<file path="config.mk">
export PLATFORM = sky130hd
export DESIGN_NAME = swc_config_regs
export DESIGN_NICKNAME = d
export VERILOG_FILES = /design/src/rtl/swc_pkg.sv /design/src/rtl/swc_config_regs.sv
export SDC_FILE = /design/constraint.sdc
export NUM_CORES = 1
export LEC_CHECK = 0
export ABC_AREA = 1
export ABC_CLOCK_PERIOD_IN_PS = 1900
export BUFFER_PORTS_ARGS = -buffer_cell sky130_fd_sc_hd__buf_4
export CELL_PAD_IN_SITES_DETAIL_PLACEMENT = 1
export CELL_PAD_IN_SITES_GLOBAL_PLACEMENT = 1
export CORE_MARGIN = 1.5
export CORE_UTILIZATION = 32
export DETAILED_ROUTE_END_ITERATION = 16
export PLACE_DENSITY_LB_ADDON = 0.1
export SYNTH_ARGS = -nofsm -noshare
export SYNTH_HDL_FRONTEND = slang
export SYNTH_SLANG_ARGS = --single-unit
</file>
<file path="constraint.sdc">
create_clock -name core_clk -period 1.9 [get_ports core_clk]
set_clock_uncertainty 0.1 [all_clocks]
set_input_delay 0.285 -clock core_clk [delete_from_list [all_inputs] [get_ports core_clk]]
set_output_delay 0.285 -clock core_clk [all_outputs]
set_load 0.02 [all_outputs]
</file>
<file path="src/rtl/swc_pkg.sv">
// package: register map, reset values, field positions and bus carriers for the selective-wake config bank
package swc_pkg;

  localparam int unsigned ADDR_W = 12;
  localparam int unsigned DATA_W = 32;

  // printed offsets are register indices; byte address is four times the index
  localparam logic [7:0] IDX_CONTROL     = 8'h20;
  localparam logic [7:0] IDX_BIT_QUANTA  = 8'h21;
  localparam logic [7:0] IDX_SAMPLE_PT   = 8'h22;
  localparam logic [7:0] IDX_FRAME_ID    = 8'h23;
  localparam logic [7:0] IDX_RX_OPTION   = 8'h30;
  localparam logic [7:0] IDX_STATUS      = 8'h31;

  localparam logic [7:0] RST_CONTROL     = 8'h00;
  localparam logic [7:0] RST_BIT_QUANTA  = 8'hA0;
  localparam logic [7:0] RST_SAMPLE_PT   = 8'h33;
  localparam logic [7:0] RST_FRAME_ID    = 8'h00;
  localparam logic [7:0] RST_RX_OPTION   = 8'h00;

  localparam int unsigned POS_OSC_TRIM   = 7;
  localparam int unsigned POS_KEY_HI     = 6;
  localparam int unsigned POS_KEY_LO     = 5;
  localparam int unsigned POS_TO_IRQ_EN  = 4;
  localparam int unsigned POS_CFG_VALID  = 0;
  localparam logic [1:0]  KEY_UNLOCKED   = 2'b11;

  localparam logic [7:0] CONTROL_WMASK   = 8'hF1;
  localparam logic [7:0] SAMPLE_PT_WMASK = 8'h3F;
  localparam logic [7:0] RESTART_KEEP    = 8'hF0;

  localparam int unsigned POS_ST_TIMEOUT = 0;
  localparam int unsigned POS_ST_TRIM    = 1;
  localparam int unsigned POS_ST_WAKE_EN = 2;

  typedef struct packed {
    logic              psel;
    logic              penable;
    logic              pwrite;
    logic [ADDR_W-1:0] paddr;
    logic [DATA_W-1:0] pwdata;
  } swc_apb_req_type;

  typedef struct packed {
    logic              pready;
    logic              pslverr;
    logic [DATA_W-1:0] prdata;
  } swc_apb_rsp_type;

endpackage

</file>
<file path="src/rtl/swc_config_regs.sv">
// selective-wake configuration register bank with APB slave
//
// What this block does
// RL1 - calibration mode follows control bit 7
// RL2 - trim unlocked only when key is 11
// RL3 - transmit pin is trim sync reference
// RL4 - option register writable only when unlocked
// RL5 - timeout alert gated by irq enable bit
// RL6 - timeout flag updates only in wake mode
// RL7 - alert only when enabled, normal or stop
// RL8 - reserved control and sample bits read zero
// RL9 - selective wake needs config-valid flag set
// RL10 - host sets config-valid after checking setup
// RL11 - config-valid cleared on wake, reset, change
// RL12 - quanta-per-bit field gives bit length
// RL13 - quantum length from clock select input
// RL14 - sample point is six-bit binary fraction
// RL15 - identifier bits 28..21 in top register
// RL16 - standard identifier sits at 28 down to 18
// RL17 - control cleared; restart clears low nibble
// RL18 - quanta reset a0; restart keeps contents
// RL19 - sample point 33, id 00 at reset
// RL20 - writes to reserved bits are ignored
//
// Our own choice: register access over APB.
`timescale 1ns/1ps

module swc_config_regs #(
  parameter int unsigned SP_W = 6
) (
  input  wire logic                      core_clk,
  input  wire logic                      reset,
  input  wire logic                      clkEn,
  input  wire swc_pkg::swc_apb_req_type  apbReq,
  output swc_pkg::swc_apb_rsp_type       apbRsp,
  input  wire logic                      softReset,
  input  wire logic                      restartEvent,
  input  wire logic                      wakeEvent,
  input  wire logic                      selWakeMode,
  input  wire logic                      normalMode,
  input  wire logic                      stopMode,
  input  wire logic                      busTimeoutEvent,
  input  wire logic                      canTransmitPin,
  input  wire logic [1:0]                quantumClockSelect,
  output logic                           oscTrimEnable,
  output logic                           trimSyncRef,
  output logic                           selWakeAllowed,
  output logic                           busTimeoutAlert,
  output logic                           busTimeoutFlag,
  output logic [7:0]                     quantaPerBit,
  output logic [SP_W-1:0]                samplePointFraction,
  output logic [9:0]                     bitLengthOsc,
  output logic [10:0]                    standardFrameId,
  output logic [7:0]                     frameIdUpperBits,
  output logic [7:0]                     lowPowerRxOption
);

  // register state
  logic [7:0]  control_r;
  logic [7:0]  control_nxt;
  logic [7:0]  bitQuanta_r;
  logic [7:0]  bitQuanta_nxt;
  logic [7:0]  samplePt_r;
  logic [7:0]  samplePt_nxt;
  logic [7:0]  frameId_r;
  logic [7:0]  frameId_nxt;
  logic [7:0]  rxOption_r;
  logic [7:0]  rxOption_nxt;
  logic        timeout_r;
  logic        timeout_nxt;
  logic        alert_r;
  logic [1:0]  txSync_r;
  logic        trim_r;
  logic        trimRef_r;
  logic [9:0]  bitLen_r;
  logic [31:0] readData_r;
  logic        readErr_r;

  // address decode
  wire logic [9:0] wordIdx    = apbReq.paddr[11:2];
  wire logic       setupPhase = apbReq.psel & ~apbReq.penable;
  wire logic       accessWr   = apbReq.psel & apbReq.penable & apbReq.pwrite;
  wire logic       hitControl = (wordIdx == {2'b00, swc_pkg::IDX_CONTROL});
  wire logic       hitQuanta  = (wordIdx == {2'b00, swc_pkg::IDX_BIT_QUANTA});
  wire logic       hitSample  = (wordIdx == {2'b00, swc_pkg::IDX_SAMPLE_PT});
  wire logic       hitFrameId = (wordIdx == {2'b00, swc_pkg::IDX_FRAME_ID});
  wire logic       hitOption  = (wordIdx == {2'b00, swc_pkg::IDX_RX_OPTION});
  wire logic       hitStatus  = (wordIdx == {2'b00, swc_pkg::IDX_STATUS});
  wire logic       addrHit    = hitControl | hitQuanta | hitSample | hitFrameId | hitOption | hitStatus;
  wire logic [7:0] wrByte     = apbReq.pwdata[7:0];

  wire logic       wrControl  = accessWr & hitControl;
  wire logic       wrQuanta   = accessWr & hitQuanta;
  wire logic       wrSample   = accessWr & hitSample;
  wire logic       wrFrameId  = accessWr & hitFrameId;
  wire logic       wrStatus   = accessWr & hitStatus;

  wire logic [1:0] trimKey    = control_r[swc_pkg::POS_KEY_HI:swc_pkg::POS_KEY_LO];
  wire logic       unlocked   = (trimKey == swc_pkg::KEY_UNLOCKED); // see RL2
  // option register refuses writes silently while the key is wrong
  wire logic       wrOption   = accessWr & hitOption & unlocked; // see RL4

  // any change of selective-wake setup data voids the validation
  wire logic       cfgChanged = wrQuanta | wrSample | wrFrameId | wrOption; // see RL11
  wire logic       cfgValid   = control_r[swc_pkg::POS_CFG_VALID];
  wire logic       wakeActive = selWakeMode & cfgValid; // see RL9
  wire logic       opModeOk   = normalMode | stopMode;
  wire logic       irqEnable  = control_r[swc_pkg::POS_TO_IRQ_EN];
  // alert needs the mask bit, an active wake setup and a suitable mode
  wire logic       alertFire  = busTimeoutEvent & irqEnable & wakeActive & opModeOk; // see RL5 RL7
  wire logic       restartClr = restartEvent & ~softReset;

  // control register next value
  always_comb
  begin
    control_nxt = control_r;
    if (softReset)
    begin
      control_nxt = swc_pkg::RST_CONTROL; // see RL17
    end
    else if (restartEvent)
    begin
      // upper nibble undefined after restart; we simply keep it
      control_nxt = control_r & swc_pkg::RESTART_KEEP; // see RL17
    end
    else
    begin
      if (wrControl)
      begin
        control_nxt = wrByte & swc_pkg::CONTROL_WMASK; // see RL8 RL20
      end
      // host setting the flag in the same write beats nothing else
      if (cfgChanged || wakeEvent)
      begin
        control_nxt[swc_pkg::POS_CFG_VALID] = 1'b0; // see RL11
      end
    end
  end

  // bit timing, identifier and option registers
  always_comb
  begin
    bitQuanta_nxt = bitQuanta_r;
    samplePt_nxt  = samplePt_r;
    frameId_nxt   = frameId_r;
    rxOption_nxt  = rxOption_r;
    if (softReset)
    begin
      bitQuanta_nxt = swc_pkg::RST_BIT_QUANTA; // see RL18
      samplePt_nxt  = swc_pkg::RST_SAMPLE_PT; // see RL19
      frameId_nxt   = swc_pkg::RST_FRAME_ID; // see RL19
      rxOption_nxt  = swc_pkg::RST_RX_OPTION;
    end
    else if (!restartEvent)
    begin
      if (wrQuanta)
      begin
        bitQuanta_nxt = wrByte; // see RL12
      end
      if (wrSample)
      begin
        samplePt_nxt = wrByte & swc_pkg::SAMPLE_PT_WMASK; // see RL8 RL20
      end
      if (wrFrameId)
      begin
        frameId_nxt = wrByte; // see RL15
      end
      if (wrOption)
      begin
        rxOption_nxt = wrByte; // see RL4
      end
    end
  end

  // timeout flag: set wins over a write-one clear, frozen outside wake mode
  always_comb
  begin
    timeout_nxt = timeout_r;
    if (softReset)
    begin
      timeout_nxt = 1'b0;
    end
    else if (selWakeMode)
    begin
      if (busTimeoutEvent)
      begin
        timeout_nxt = 1'b1; // see RL6
      end
      else if (wrStatus && wrByte[swc_pkg::POS_ST_TIMEOUT])
      begin
        timeout_nxt = 1'b0; // see RL6
      end
    end
  end

  always_ff @(posedge core_clk)
  begin
    if (reset)
    begin
      control_r   <= swc_pkg::RST_CONTROL;
      bitQuanta_r <= swc_pkg::RST_BIT_QUANTA;
      samplePt_r  <= swc_pkg::RST_SAMPLE_PT;
      frameId_r   <= swc_pkg::RST_FRAME_ID;
      rxOption_r  <= swc_pkg::RST_RX_OPTION;
      timeout_r   <= 1'b0;
    end
    else if (clkEn)
    begin
      control_r   <= control_nxt;
      bitQuanta_r <= bitQuanta_nxt;
      samplePt_r  <= samplePt_nxt;
      frameId_r   <= frameId_nxt;
      rxOption_r  <= rxOption_nxt;
      timeout_r   <= timeout_nxt;
    end
  end

  // transmit pin comes from the host: two flops before use
  always_ff @(posedge core_clk)
  begin
    if (reset)
    begin
      txSync_r <= 2'b00;
    end
    else if (clkEn)
    begin
      txSync_r <= {txSync_r[0], canTransmitPin};
    end
  end

  // only the second flop may be read outside the synchroniser
  wire logic pinSynced = txSync_r[1];

  // trim reference and derived timing, registered
  always_ff @(posedge core_clk)
  begin
    if (reset)
    begin
      trim_r    <= 1'b0;
      trimRef_r <= 1'b0;
      bitLen_r  <= 10'h000;
      alert_r   <= 1'b0;
    end
    else if (clkEn)
    begin
      trim_r    <= control_r[swc_pkg::POS_OSC_TRIM] & unlocked; // see RL1 RL2
      trimRef_r <= txSync_r[1] & control_r[swc_pkg::POS_OSC_TRIM] & unlocked; // see RL3
      // a quantum is 2^select oscillator periods; bit length follows
      bitLen_r  <= 10'({2'b00, bitQuanta_r} << quantumClockSelect); // see RL12 RL13
      alert_r   <= alertFire;
    end
  end

  // read mux, latched during setup so prdata comes from a flop
  wire logic [7:0] statusByte = {5'h00, wakeActive, trim_r, timeout_r};
  wire logic [7:0] readByte   = hitControl ? control_r :
                                hitQuanta  ? bitQuanta_r :
                                hitSample  ? (samplePt_r & swc_pkg::SAMPLE_PT_WMASK) :
                                hitFrameId ? frameId_r :
                                hitOption  ? rxOption_r :
                                hitStatus  ? statusByte : 8'h00;

  always_ff @(posedge core_clk)
  begin
    if (reset)
    begin
      readData_r <= 32'h0000_0000;
      readErr_r  <= 1'b0;
    end
    else if (clkEn && setupPhase)
    begin
      readData_r <= {24'h00_0000, readByte & (hitControl ? swc_pkg::CONTROL_WMASK : 8'hFF)}; // see RL8
      readErr_r  <= ~addrHit;
    end
  end

  // slave is always ready: one access cycle per transfer
  assign apbRsp.pready  = 1'b1;
  assign apbRsp.pslverr = apbReq.psel & apbReq.penable & readErr_r;
  assign apbRsp.prdata  = readData_r;

  assign oscTrimEnable       = trim_r;
  assign trimSyncRef         = trimRef_r;
  assign selWakeAllowed      = cfgValid; // see RL9
  assign busTimeoutAlert     = alert_r;
  assign busTimeoutFlag      = timeout_r;
  assign quantaPerBit        = bitQuanta_r;
  assign samplePointFraction = samplePt_r[SP_W-1:0]; // see RL14
  assign bitLengthOsc        = bitLen_r;
  assign frameIdUpperBits    = frameId_r; // see RL15
  assign lowPowerRxOption    = rxOption_r; // see RL4
  // top eight of the eleven standard id bits; lower three are driven as zero
  assign standardFrameId     = {frameId_r, 3'b000}; // see RL16

  // checks
  a_key_locks_trim: assert property (@(posedge core_clk) disable iff (reset) // see RL2
    (clkEn && trimKey != swc_pkg::KEY_UNLOCKED) |=> !oscTrimEnable)
    else $error("trim active with wrong key");

  a_trim_follows_bit: assert property (@(posedge core_clk) disable iff (reset) // see RL1
    (clkEn && control_r[swc_pkg::POS_OSC_TRIM] && unlocked) |=> oscTrimEnable)
    else $error("trim not enabled");

  a_option_locked: assert property (@(posedge core_clk) disable iff (reset) // see RL4
    (clkEn && !unlocked && !softReset) |=> $stable(rxOption_r))
    else $error("option changed while locked");

  a_alert_masked: assert property (@(posedge core_clk) disable iff (reset) // see RL5
    (clkEn && busTimeoutEvent && !irqEnable) |=> !busTimeoutAlert)
    else $error("masked timeout raised alert");

  a_alert_raised: assert property (@(posedge core_clk) disable iff (reset) // see RL7
    (clkEn && alertFire) |=> busTimeoutAlert)
    else $error("timeout alert missing");

  a_alert_cause: assert property (@(posedge core_clk) disable iff (reset) // see RL7
    busTimeoutAlert |-> $past(wakeActive) && $past(opModeOk))
    else $error("alert outside wake or mode");

  a_flag_frozen: assert property (@(posedge core_clk) disable iff (reset) // see RL6
    (clkEn && !selWakeMode && !softReset) |=> $stable(busTimeoutFlag))
    else $error("timeout flag moved outside wake mode");

  a_reserved_zero: assert property (@(posedge core_clk) disable iff (reset) // see RL8
    (control_r[3:1] == 3'b000) && (samplePt_r[7:6] == 2'b00))
    else $error("reserved bit set");

  a_valid_cleared: assert property (@(posedge core_clk) disable iff (reset) // see RL11
    (clkEn && (cfgChanged || wakeEvent || restartClr)) |=> !selWakeAllowed)
    else $error("config valid not cleared");

  a_soft_defaults: assert property (@(posedge core_clk) disable iff (reset) // see RL17
    (clkEn && softReset) |=> control_r == 8'h00 && quantaPerBit == 8'hA0 && samplePt_r == 8'h33 && frameId_r == 8'h00)
    else $error("soft reset values wrong");

  a_restart_nibble: assert property (@(posedge core_clk) disable iff (reset) // see RL17
    (clkEn && restartClr) |=> control_r[3:0] == 4'h0 && $stable(bitQuanta_r))
    else $error("restart handling wrong");

  a_bit_length: assert property (@(posedge core_clk) disable iff (reset) // see RL13
    (clkEn && quantumClockSelect == 2'd0) ##1 (clkEn && $stable(bitQuanta_r)) |-> bitLengthOsc == {2'b00, bitQuanta_r})
    else $error("bit length wrong");

  a_flag_set_wins: assert property (@(posedge core_clk) disable iff (reset) // see RL6
    (clkEn && !softReset && selWakeMode && busTimeoutEvent) |=> busTimeoutFlag)
    else $error("timeout flag not set");

  a_flag_write_clear: assert property (@(posedge core_clk) disable iff (reset) // see RL6
    (clkEn && !softReset && selWakeMode && !busTimeoutEvent && wrStatus && wrByte[swc_pkg::POS_ST_TIMEOUT])
      |=> !busTimeoutFlag)
    else $error("timeout flag not cleared");

  a_option_written: assert property (@(posedge core_clk) disable iff (reset) // see RL4
    (clkEn && wrOption && !softReset && !restartEvent) |=> lowPowerRxOption == $past(wrByte))
    else $error("option write lost");

  // a same-cycle wake clears the flag, so it is left out here
  a_valid_set: assert property (@(posedge core_clk) disable iff (reset) // see RL9
    (clkEn && wrControl && wrByte[swc_pkg::POS_CFG_VALID] && !softReset && !restartEvent && !wakeEvent)
      |=> selWakeAllowed)
    else $error("config valid not set");

  a_sync_ref_gated: assert property (@(posedge core_clk) disable iff (reset) // see RL3
    (clkEn && !(control_r[swc_pkg::POS_OSC_TRIM] && unlocked)) |=> !trimSyncRef)
    else $error("sync reference outside trim");

  a_sync_ref_pin: assert property (@(posedge core_clk) disable iff (reset) // see RL3
    (clkEn && control_r[swc_pkg::POS_OSC_TRIM] && unlocked) |=> trimSyncRef == $past(pinSynced))
    else $error("sync reference not following pin");

  a_quanta_write: assert property (@(posedge core_clk) disable iff (reset) // see RL12
    (clkEn && wrQuanta && !softReset && !restartEvent) |=> quantaPerBit == $past(wrByte))
    else $error("quanta write lost");

  a_sample_write: assert property (@(posedge core_clk) disable iff (reset) // see RL14
    (clkEn && wrSample && !softReset && !restartEvent)
      |=> samplePt_r == ($past(wrByte) & swc_pkg::SAMPLE_PT_WMASK))
    else $error("sample point write wrong");

  a_frame_id_write: assert property (@(posedge core_clk) disable iff (reset) // see RL15
    (clkEn && wrFrameId && !softReset && !restartEvent) |=> frameIdUpperBits == $past(wrByte))
    else $error("frame id write lost");

  a_state_frozen: assert property (@(posedge core_clk) disable iff (reset)
    !clkEn |=> $stable(control_r) && $stable(bitQuanta_r) && $stable(frameId_r) && $stable(timeout_r))
    else $error("state moved while clock enable low");

endmodule

</file>
==> results of run 1 <==
[kinds of logic (layout without fill, tap and decap cells)]
| group | count (synthesis) | after routing | synth area share |
|---|---|---|---|
| DFF | 60 | 60 | 0.3578 |
| buffers and inverters | 104 | 183 | 0.1599 |
| muxes | 1 | 1 | 0.003354 |
| other | 2 | 28 | 0.002237 |
| and+or+nand+nor | 242 | 242 | 0.3235 |
| AOI/OAI and AO/OA | 92 | 92 | 0.1532 |
[flip-flops by register name, summed over array words and instances, names as in the netlist]
name / cells
txSync_r: 2
readData_r: 8
oscTrimEnable: 1
busTimeoutAlert: 1
trimSyncRef: 1
lowPowerRxOption: 8
frameIdUpperBits: 8
busTimeoutFlag: 1
control_r: 5
samplePt_r: 6
readErr_r: 1
bitLengthOsc: 10
quantaPerBit: 8
[per-layer routing]
metal,global-route usage,vias to the layer above,part of all wire
met5,0,-,0
met4,0.06262,0,0.014
met3,0.05195,11,0.058
met2,0.3590,103,0.47
met1,0.2762,1636,0.46
li1,-,1742,-
[tightest hold or removal path, stage by stage]
cell and delay [ps]:
buf_4 70, nor2_1 30, nor2_1 80
[final timing paths]
path / slack [ps] / endpoint / from
worst min-delay path: 50 / txSync_r[0]$_SDFFE_PP0P_ / canTransmitPin
worst min register to register: 370 / readData_r[0]$_SDFFE_PP0P_ / readData_r[0]$_SDFFE_PP0P_
worst max-delay path: 390 / quantaPerBit[1]$_SDFFE_PP0P_ / apbReq[41]
worst max register to register: 460 / lowPowerRxOption[0]$_SDFFE_PP0P_ / control_r[6]$_SDFFE_PP0P_
[power by group]
group          switching (mW)  internal [mW]
Combinational           0.383          0.217
Clock                   0.595          0.744
Sequential             0.0575           1.32
[layout by cell type, fill, tap and decap left out, types with 9 or more instances in the layout]
master,n
conb_1,28
clkbuf_8,9
a21oi_1,34
inv_1,46
nand3_1,34
dfxtp_1,60
nand2_1,109
o21ai_1,16
buf_4,109
nor2_1,69
o21ai_0,31
[final cells by class]
type,instances,area [um^2],area share
multi-input cells,363,1717,0.3931
flip-flops and latches,60,1201,0.2751
repair buffers,110,838.3,0.1920
inverters,57,217.7,0.04986
well taps,136,170.2,0.03897
clock buffers,9,123.9,0.02837
clock inverters,7,98.84,0.02264
[stage by stage]
| stage | power, mW | cells | hold slack [ps] | utilization |
|---|---|---|---|---|
| 6_report | 3.315 | 742 | 45.66 | 0.4268 |
| 5_1_grt | 3.455 | 742 | 53.31 | 0.4268 |
| 4_1_cts | 3.349 | 742 | 38.12 | 0.4268 |
| 3_5_place_dp | 2.008 | 726 | 359.7 | 0.4050 |
| 3_3_place_gp | 1.995 | 726 | 351.6 | 0.4050 |
| 2_1_floorplan | 1.792 | 527 | 316.6 | - |
==> impl_metrics.tcl, run 1 <==
set metrics [dict create \
    outcome "completed" \
    antenna_found_initial 0 \
    placed_area_um2 4144 \
    wl_um 11640 \
    setup_ws_ps 394.9 \
    drt_first_pass_iters 6 \
    cp_slowest_cell "o21ai_0" \
    fillers 1374 \
    powerDensity_nw_per_um2 759.2 \
    fin_area_um2 4367 \
    cts_buffers 9 \
    fin_crit_ps 1505 \
    hold_violations 0 \
    worst_slew_pin_slew_ps 500.5 \
    hold_class "in2reg" \
    via_per_inst 4.706 \
    h-tree-depth 3 \
    post-cts-setup-buffers 0 \
    path_clk_slew_ps 80 \
    place.gp.congestion 0.8480 \
    cp-end-kind "register" \
    synth_most_common_cell "nand2_1" \
    grt_overflow 0 \
    setup_viol 0 \
    via_count 3492 \
    die-width_um 105.4 \
    drtIter0Drc 124 \
    area_delta_synth_final_pct 30.08 \
    grt.total_usage 0.2156 \
    num_rows 37 \
    grt_pass1_wl_um 18290 \
    insertion_delay_ps 360 \
    yosysTopAreaCellShare 0.3578 \
    ir_drop_mv 0.3539 \
    ys_seq_area_frac 0.3578 \
    first_global_vias 3525 \
    clock_sinks 60 \
    cts_tree "built" \
    critPathMaxStageDelay_ps 230 \
    worstPathCellList "buf_4 -> nor2_1 -> nand2_1 -> inv_2 -> nand2_4 -> o21ai_4 -> nand2_2 -> o21ai_0 -> a21oi_1" \
    worst_ep_required_time_ps 2040 \
    synth_edf_count 0 \
    yosysWarnings 0 \
    cts.repair.resized 0 \
    fin_setup_tns_ps 0 \
    dpl.hpwl_um 9247 \
    synth.largest_area_cell "dfxtp_1" \
    syn_inst 501 \
    ys.flop_type "dfxtp_1" \
    fin_crit_sh 0.7922 \
    drcViolationCount 0 \
    fmax_ghz 0.6644 \
    leakagePower_nw 2.188 \
    crit_cells 9 \
    critPathKind "in2reg" \
    coreArea_um2 10230 \
    fin_nets 661 \
    worst_setup_path_start_kind "input port" \
    ios 150 \
    die_h_um 105.4 \
    synth.distinct_cells 38 \
    clockBufferDepth 2 \
    reg2regPathDepth 8 \
    netlist_top_cells_count "109 x nand2_1, 69 x nor2_1, 60 x dfxtp_1" \
    ant_nets 0 \
    hold_buffers 0 \
    slew_headroom 0.6651 \
    die-area_um2 11110 \
    n_antenna_cell 0 \
    arrival_ps 1650 \
    max-cap-violations 0 \
    path_buf_inv 2 \
    synth-async-reset-ratio 0 \
    holdPathStages 3 \
    cp_top_family "simple AND/OR/NAND/NOR gates" \
    grt_max_degree 33 \
    ys_ff_latch 60 \
    drive_gt1_frac 0.2673 \
    rsz0062_at_grt "no" \
    path_max_fanout 13 \
    post_synth_main_area_contributors "dfxtp_1 36%, nand2_1 12%, buf_4 8.1%, nor2_1 7.7%, inv_1 5.1%" \
    cts_root_buf "clkbuf_8" \
    syn_area_um2 3357 \
    synthesis.area_per_instance_um2 6.701 \
    wl_per_cell_um 15.68 \
    place_worst_setup_slack_ps 13.86 \
    start_util 0.3281 \
    drv_slew 0 \
    io_buffers 95 \
]
(Power assumes the default switching activity.)
==> inputs of run 2 (changes only) <==
--- a/config.mk
+++ b/config.mk
@@ -5,13 +5,13 @@
 export SDC_FILE = /design/constraint.sdc
 export NUM_CORES = 1
 export LEC_CHECK = 0
-export ABC_AREA = 1
-export ABC_CLOCK_PERIOD_IN_PS = 1900
+export ABC_AREA = 0
+export ABC_CLOCK_PERIOD_IN_PS = 1600
 export BUFFER_PORTS_ARGS = -buffer_cell sky130_fd_sc_hd__buf_4
 export CELL_PAD_IN_SITES_DETAIL_PLACEMENT = 1
 export CELL_PAD_IN_SITES_GLOBAL_PLACEMENT = 1
 export CORE_MARGIN = 1.5
-export CORE_UTILIZATION = 32
+export CORE_UTILIZATION = 33
 export DETAILED_ROUTE_END_ITERATION = 16
 export PLACE_DENSITY_LB_ADDON = 0.1
 export SYNTH_ARGS = -nofsm -noshare
==> constraint.sdc (replaced) <==
create_clock -name core_clk -period 1.6 [get_ports core_clk]
set_clock_uncertainty 0.1 [all_clocks]
set_input_delay 0.24 -clock core_clk [delete_from_list [all_inputs] [get_ports core_clk]]
set_output_delay 0.24 -clock core_clk [all_outputs]
set_load 0.02 [all_outputs]
==> impl_metrics.tcl, run 2 <==
set metrics [dict create \
    outcome "completed" \
    ios 150 \
    fin_crit_sh 0.9063 \
    h-tree-depth 3 \
    synth_most_common_cell "dfxtp_1" \
    fin_crit_ps 1450 \
    yosysWarnings 0 \
    grt_overflow 0 \
    cts_tree "built" \
    ys_seq_area_frac 0.3901 \
    worst_ep_required_time_ps 1730 \
    place.gp.congestion 0.8262 \
    syn_inst 345 \
    synth_edf_count 0 \
    insertion_delay_ps 340 \
    die-width_um 99.60 \
    hold_class "in2reg" \
    syn_area_um2 3079 \
    die-area_um2 9919 \
    wl_per_cell_um 17.62 \
    drcViolationCount 0 \
    path_clk_slew_ps 70 \
    post-cts-setup-buffers 0 \
    drt_first_pass_iters 4 \
    drv_slew 0 \
    cp_slowest_cell "nor4b_4" \
    critPathMaxStageDelay_ps 380 \
    cts.repair.resized 0 \
    start_util 0.3364 \
    antenna_found_initial 0 \
    worstHoldEndpoint "txSync_r[0]$_SDFFE_PP0P_" \
    area_delta_synth_final_pct 36.20 \
    ir_drop_mv 0.4376 \
    cp_top_family "compound AO/OA/AOI/OAI gates" \
    io_buffers 95 \
    synth.largest_area_cell "dfxtp_1" \
    reg2regPathDepth 4 \
    ant_nets 0 \
    dpl.hpwl_um 8058 \
    cp-end-kind "register" \
    path_max_fanout 8 \
    clockBufferDepth 2 \
    num_rows 35 \
    place_worst_setup_slack_ps -228.4 \
    synthesis.area_per_instance_um2 8.925 \
    coreArea_um2 9153 \
    worst_slew_pin_slew_ps 600.1 \
    grt.total_usage 0.2107 \
    fmax_ghz 0.6896 \
    synth.distinct_cells 57 \
    n_antenna_cell 0 \
    rsz0062_at_grt "no" \
    mostFrequentLayoutCells "135 x buf_4, 60 x dfxtp_1, 30 x nor2_1, 28 x a22o_1, 28 x conb_1" \
    hold_buffers 0 \
    leakagePower_nw 1.903 \
    clock_sinks 60 \
    ys.flop_type "dfxtp_1" \
    worstPathCellList "buf_4 -> nor4b_4 -> nand3b_2 -> o21ai_1 -> o21ai_2 -> a22o_1" \
    timing.rr.start "control_r[5]$_SDFFE_PP0P_" \
    drtIter0Drc 100 \
    max-cap-violations 0 \
    arrival_ps 1580 \
    drive_gt1_frac 0.3518 \
    holdPathStages 3 \
    largest_reg_flops 10 \
    hp-start "canTransmitPin" \
    r2r_setup_slack_ps 160 \
    via_count 2973 \
    cts_root_buf "clkbuf_8" \
    setup_ws_ps 149.9 \
    setup_viol 0 \
    worst_setup_path_start_kind "input port" \
    hold_violations 0 \
    critPathKind "in2reg" \
    grt_max_degree 23 \
    grt_pass1_wl_um 15990 \
    cts_buffers 9 \
    fin_nets 525 \
    yosysTopAreaCellShare 0.3901 \
    powerDensity_nw_per_um2 795.5 \
    path_buf_inv 1 \
    via_per_inst 5.126 \
    netlist_top_cells_count "60 x dfxtp_1, 37 x buf_4, 30 x nor2_1" \
    final_common_cell "buf_4" \
    fin_util 0.4582 \
    synth-async-reset-ratio 0 \
    wl_um 10220 \
    first_global_vias 3014 \
    post_synth_main_area_contributors "dfxtp_1 39%, buf_4 9.0%, a22o_1 8.0%, mux2i_1 5.2%, a21oi_1 4.4%" \
    ys_ff_latch 60 \
    rr_endpoint "lowPowerRxOption[5]$_SDFFE_PP0P_" \
    total_power_mw 3.336 \
    slew_headroom 0.6000 \
    die_h_um 99.60 \
]
run 2: through the flow:
step                hold WS [ps]  cells  TNS [ps]  cell area [um^2]
floorplan                  259.1    371         0              3177
global placement           341.4    565     -5712              4003
detailed placement         352.0    565     -6643              4003
CTS                        33.99    580         0              4194
global route               40.18    580         0              4194
finish                     47.10    580         0              4194
run 2: worst max path at each step:
stage                                    startpoint                          endpoint  slack, ps  depth (start not counted)
after floorplan                          apbReq[40]  lowPowerRxOption[0]$_SDFFE_PP0P_         60                          5
after global placement                   apbReq[40]  lowPowerRxOption[6]$_SDFFE_PP0P_       -190                          6
after detailed placement                 apbReq[40]  lowPowerRxOption[1]$_SDFFE_PP0P_       -230                          6
after CTS                 control_r[5]$_SDFFE_PP0P_  lowPowerRxOption[5]$_SDFFE_PP0P_        130                          4
after global routing                     apbReq[40]  frameIdUpperBits[6]$_SDFFE_PP0P_         30                          6
final                                    apbReq[40]  lowPowerRxOption[5]$_SDFFE_PP0P_        150                          6
run 2: worst min-delay path: stages:
cell and delay [ps]:
buf_4 80, mux2i_1 50, nor2_1 80
run 2: area by class of cell:
class                   count  area [um^2]
fillers                  1133         4959
flip-flops and latches     60         1201
multi-input cells         246         1584
well taps                 111        138.9
clock buffers              11        141.4
repair buffers            136         1033
clock inverters             4        50.05
inverters                  12        45.04
run 2: power breakdown:
| group | switching, mW | leakage, nW | internal, mW | total, mW |
|---|---|---|---|---|
| Combinational | 0.279 | 1.33 | 0.184 | 0.463 |
| Sequential | 0.00994 | 0.485 | 1.51 | 1.52 |
| Clock | 0.605 | 0.0914 | 0.751 | 1.36 |
| Total | 0.894 | 1.90 | 2.44 | 3.34 |
run 2: kinds of logic after synthesis:
group / share of synthesized area
AO/OA/AOI/OAI: 0.2393
other: 0.002439
multiplexers: 0.07395
AND/OR/NAND/NOR: 0.1670
flip-flops: 0.3901
buffers and inverters: 0.1272
run 2: layer usage:
metal | GRT usage | wire length (um)
met1 | 0.2706 | 4636
met2 | 0.3583 | 5005
met3 | 0.04006 | 422
met4 | 0.06501 | 152
met5 | 0 | 0
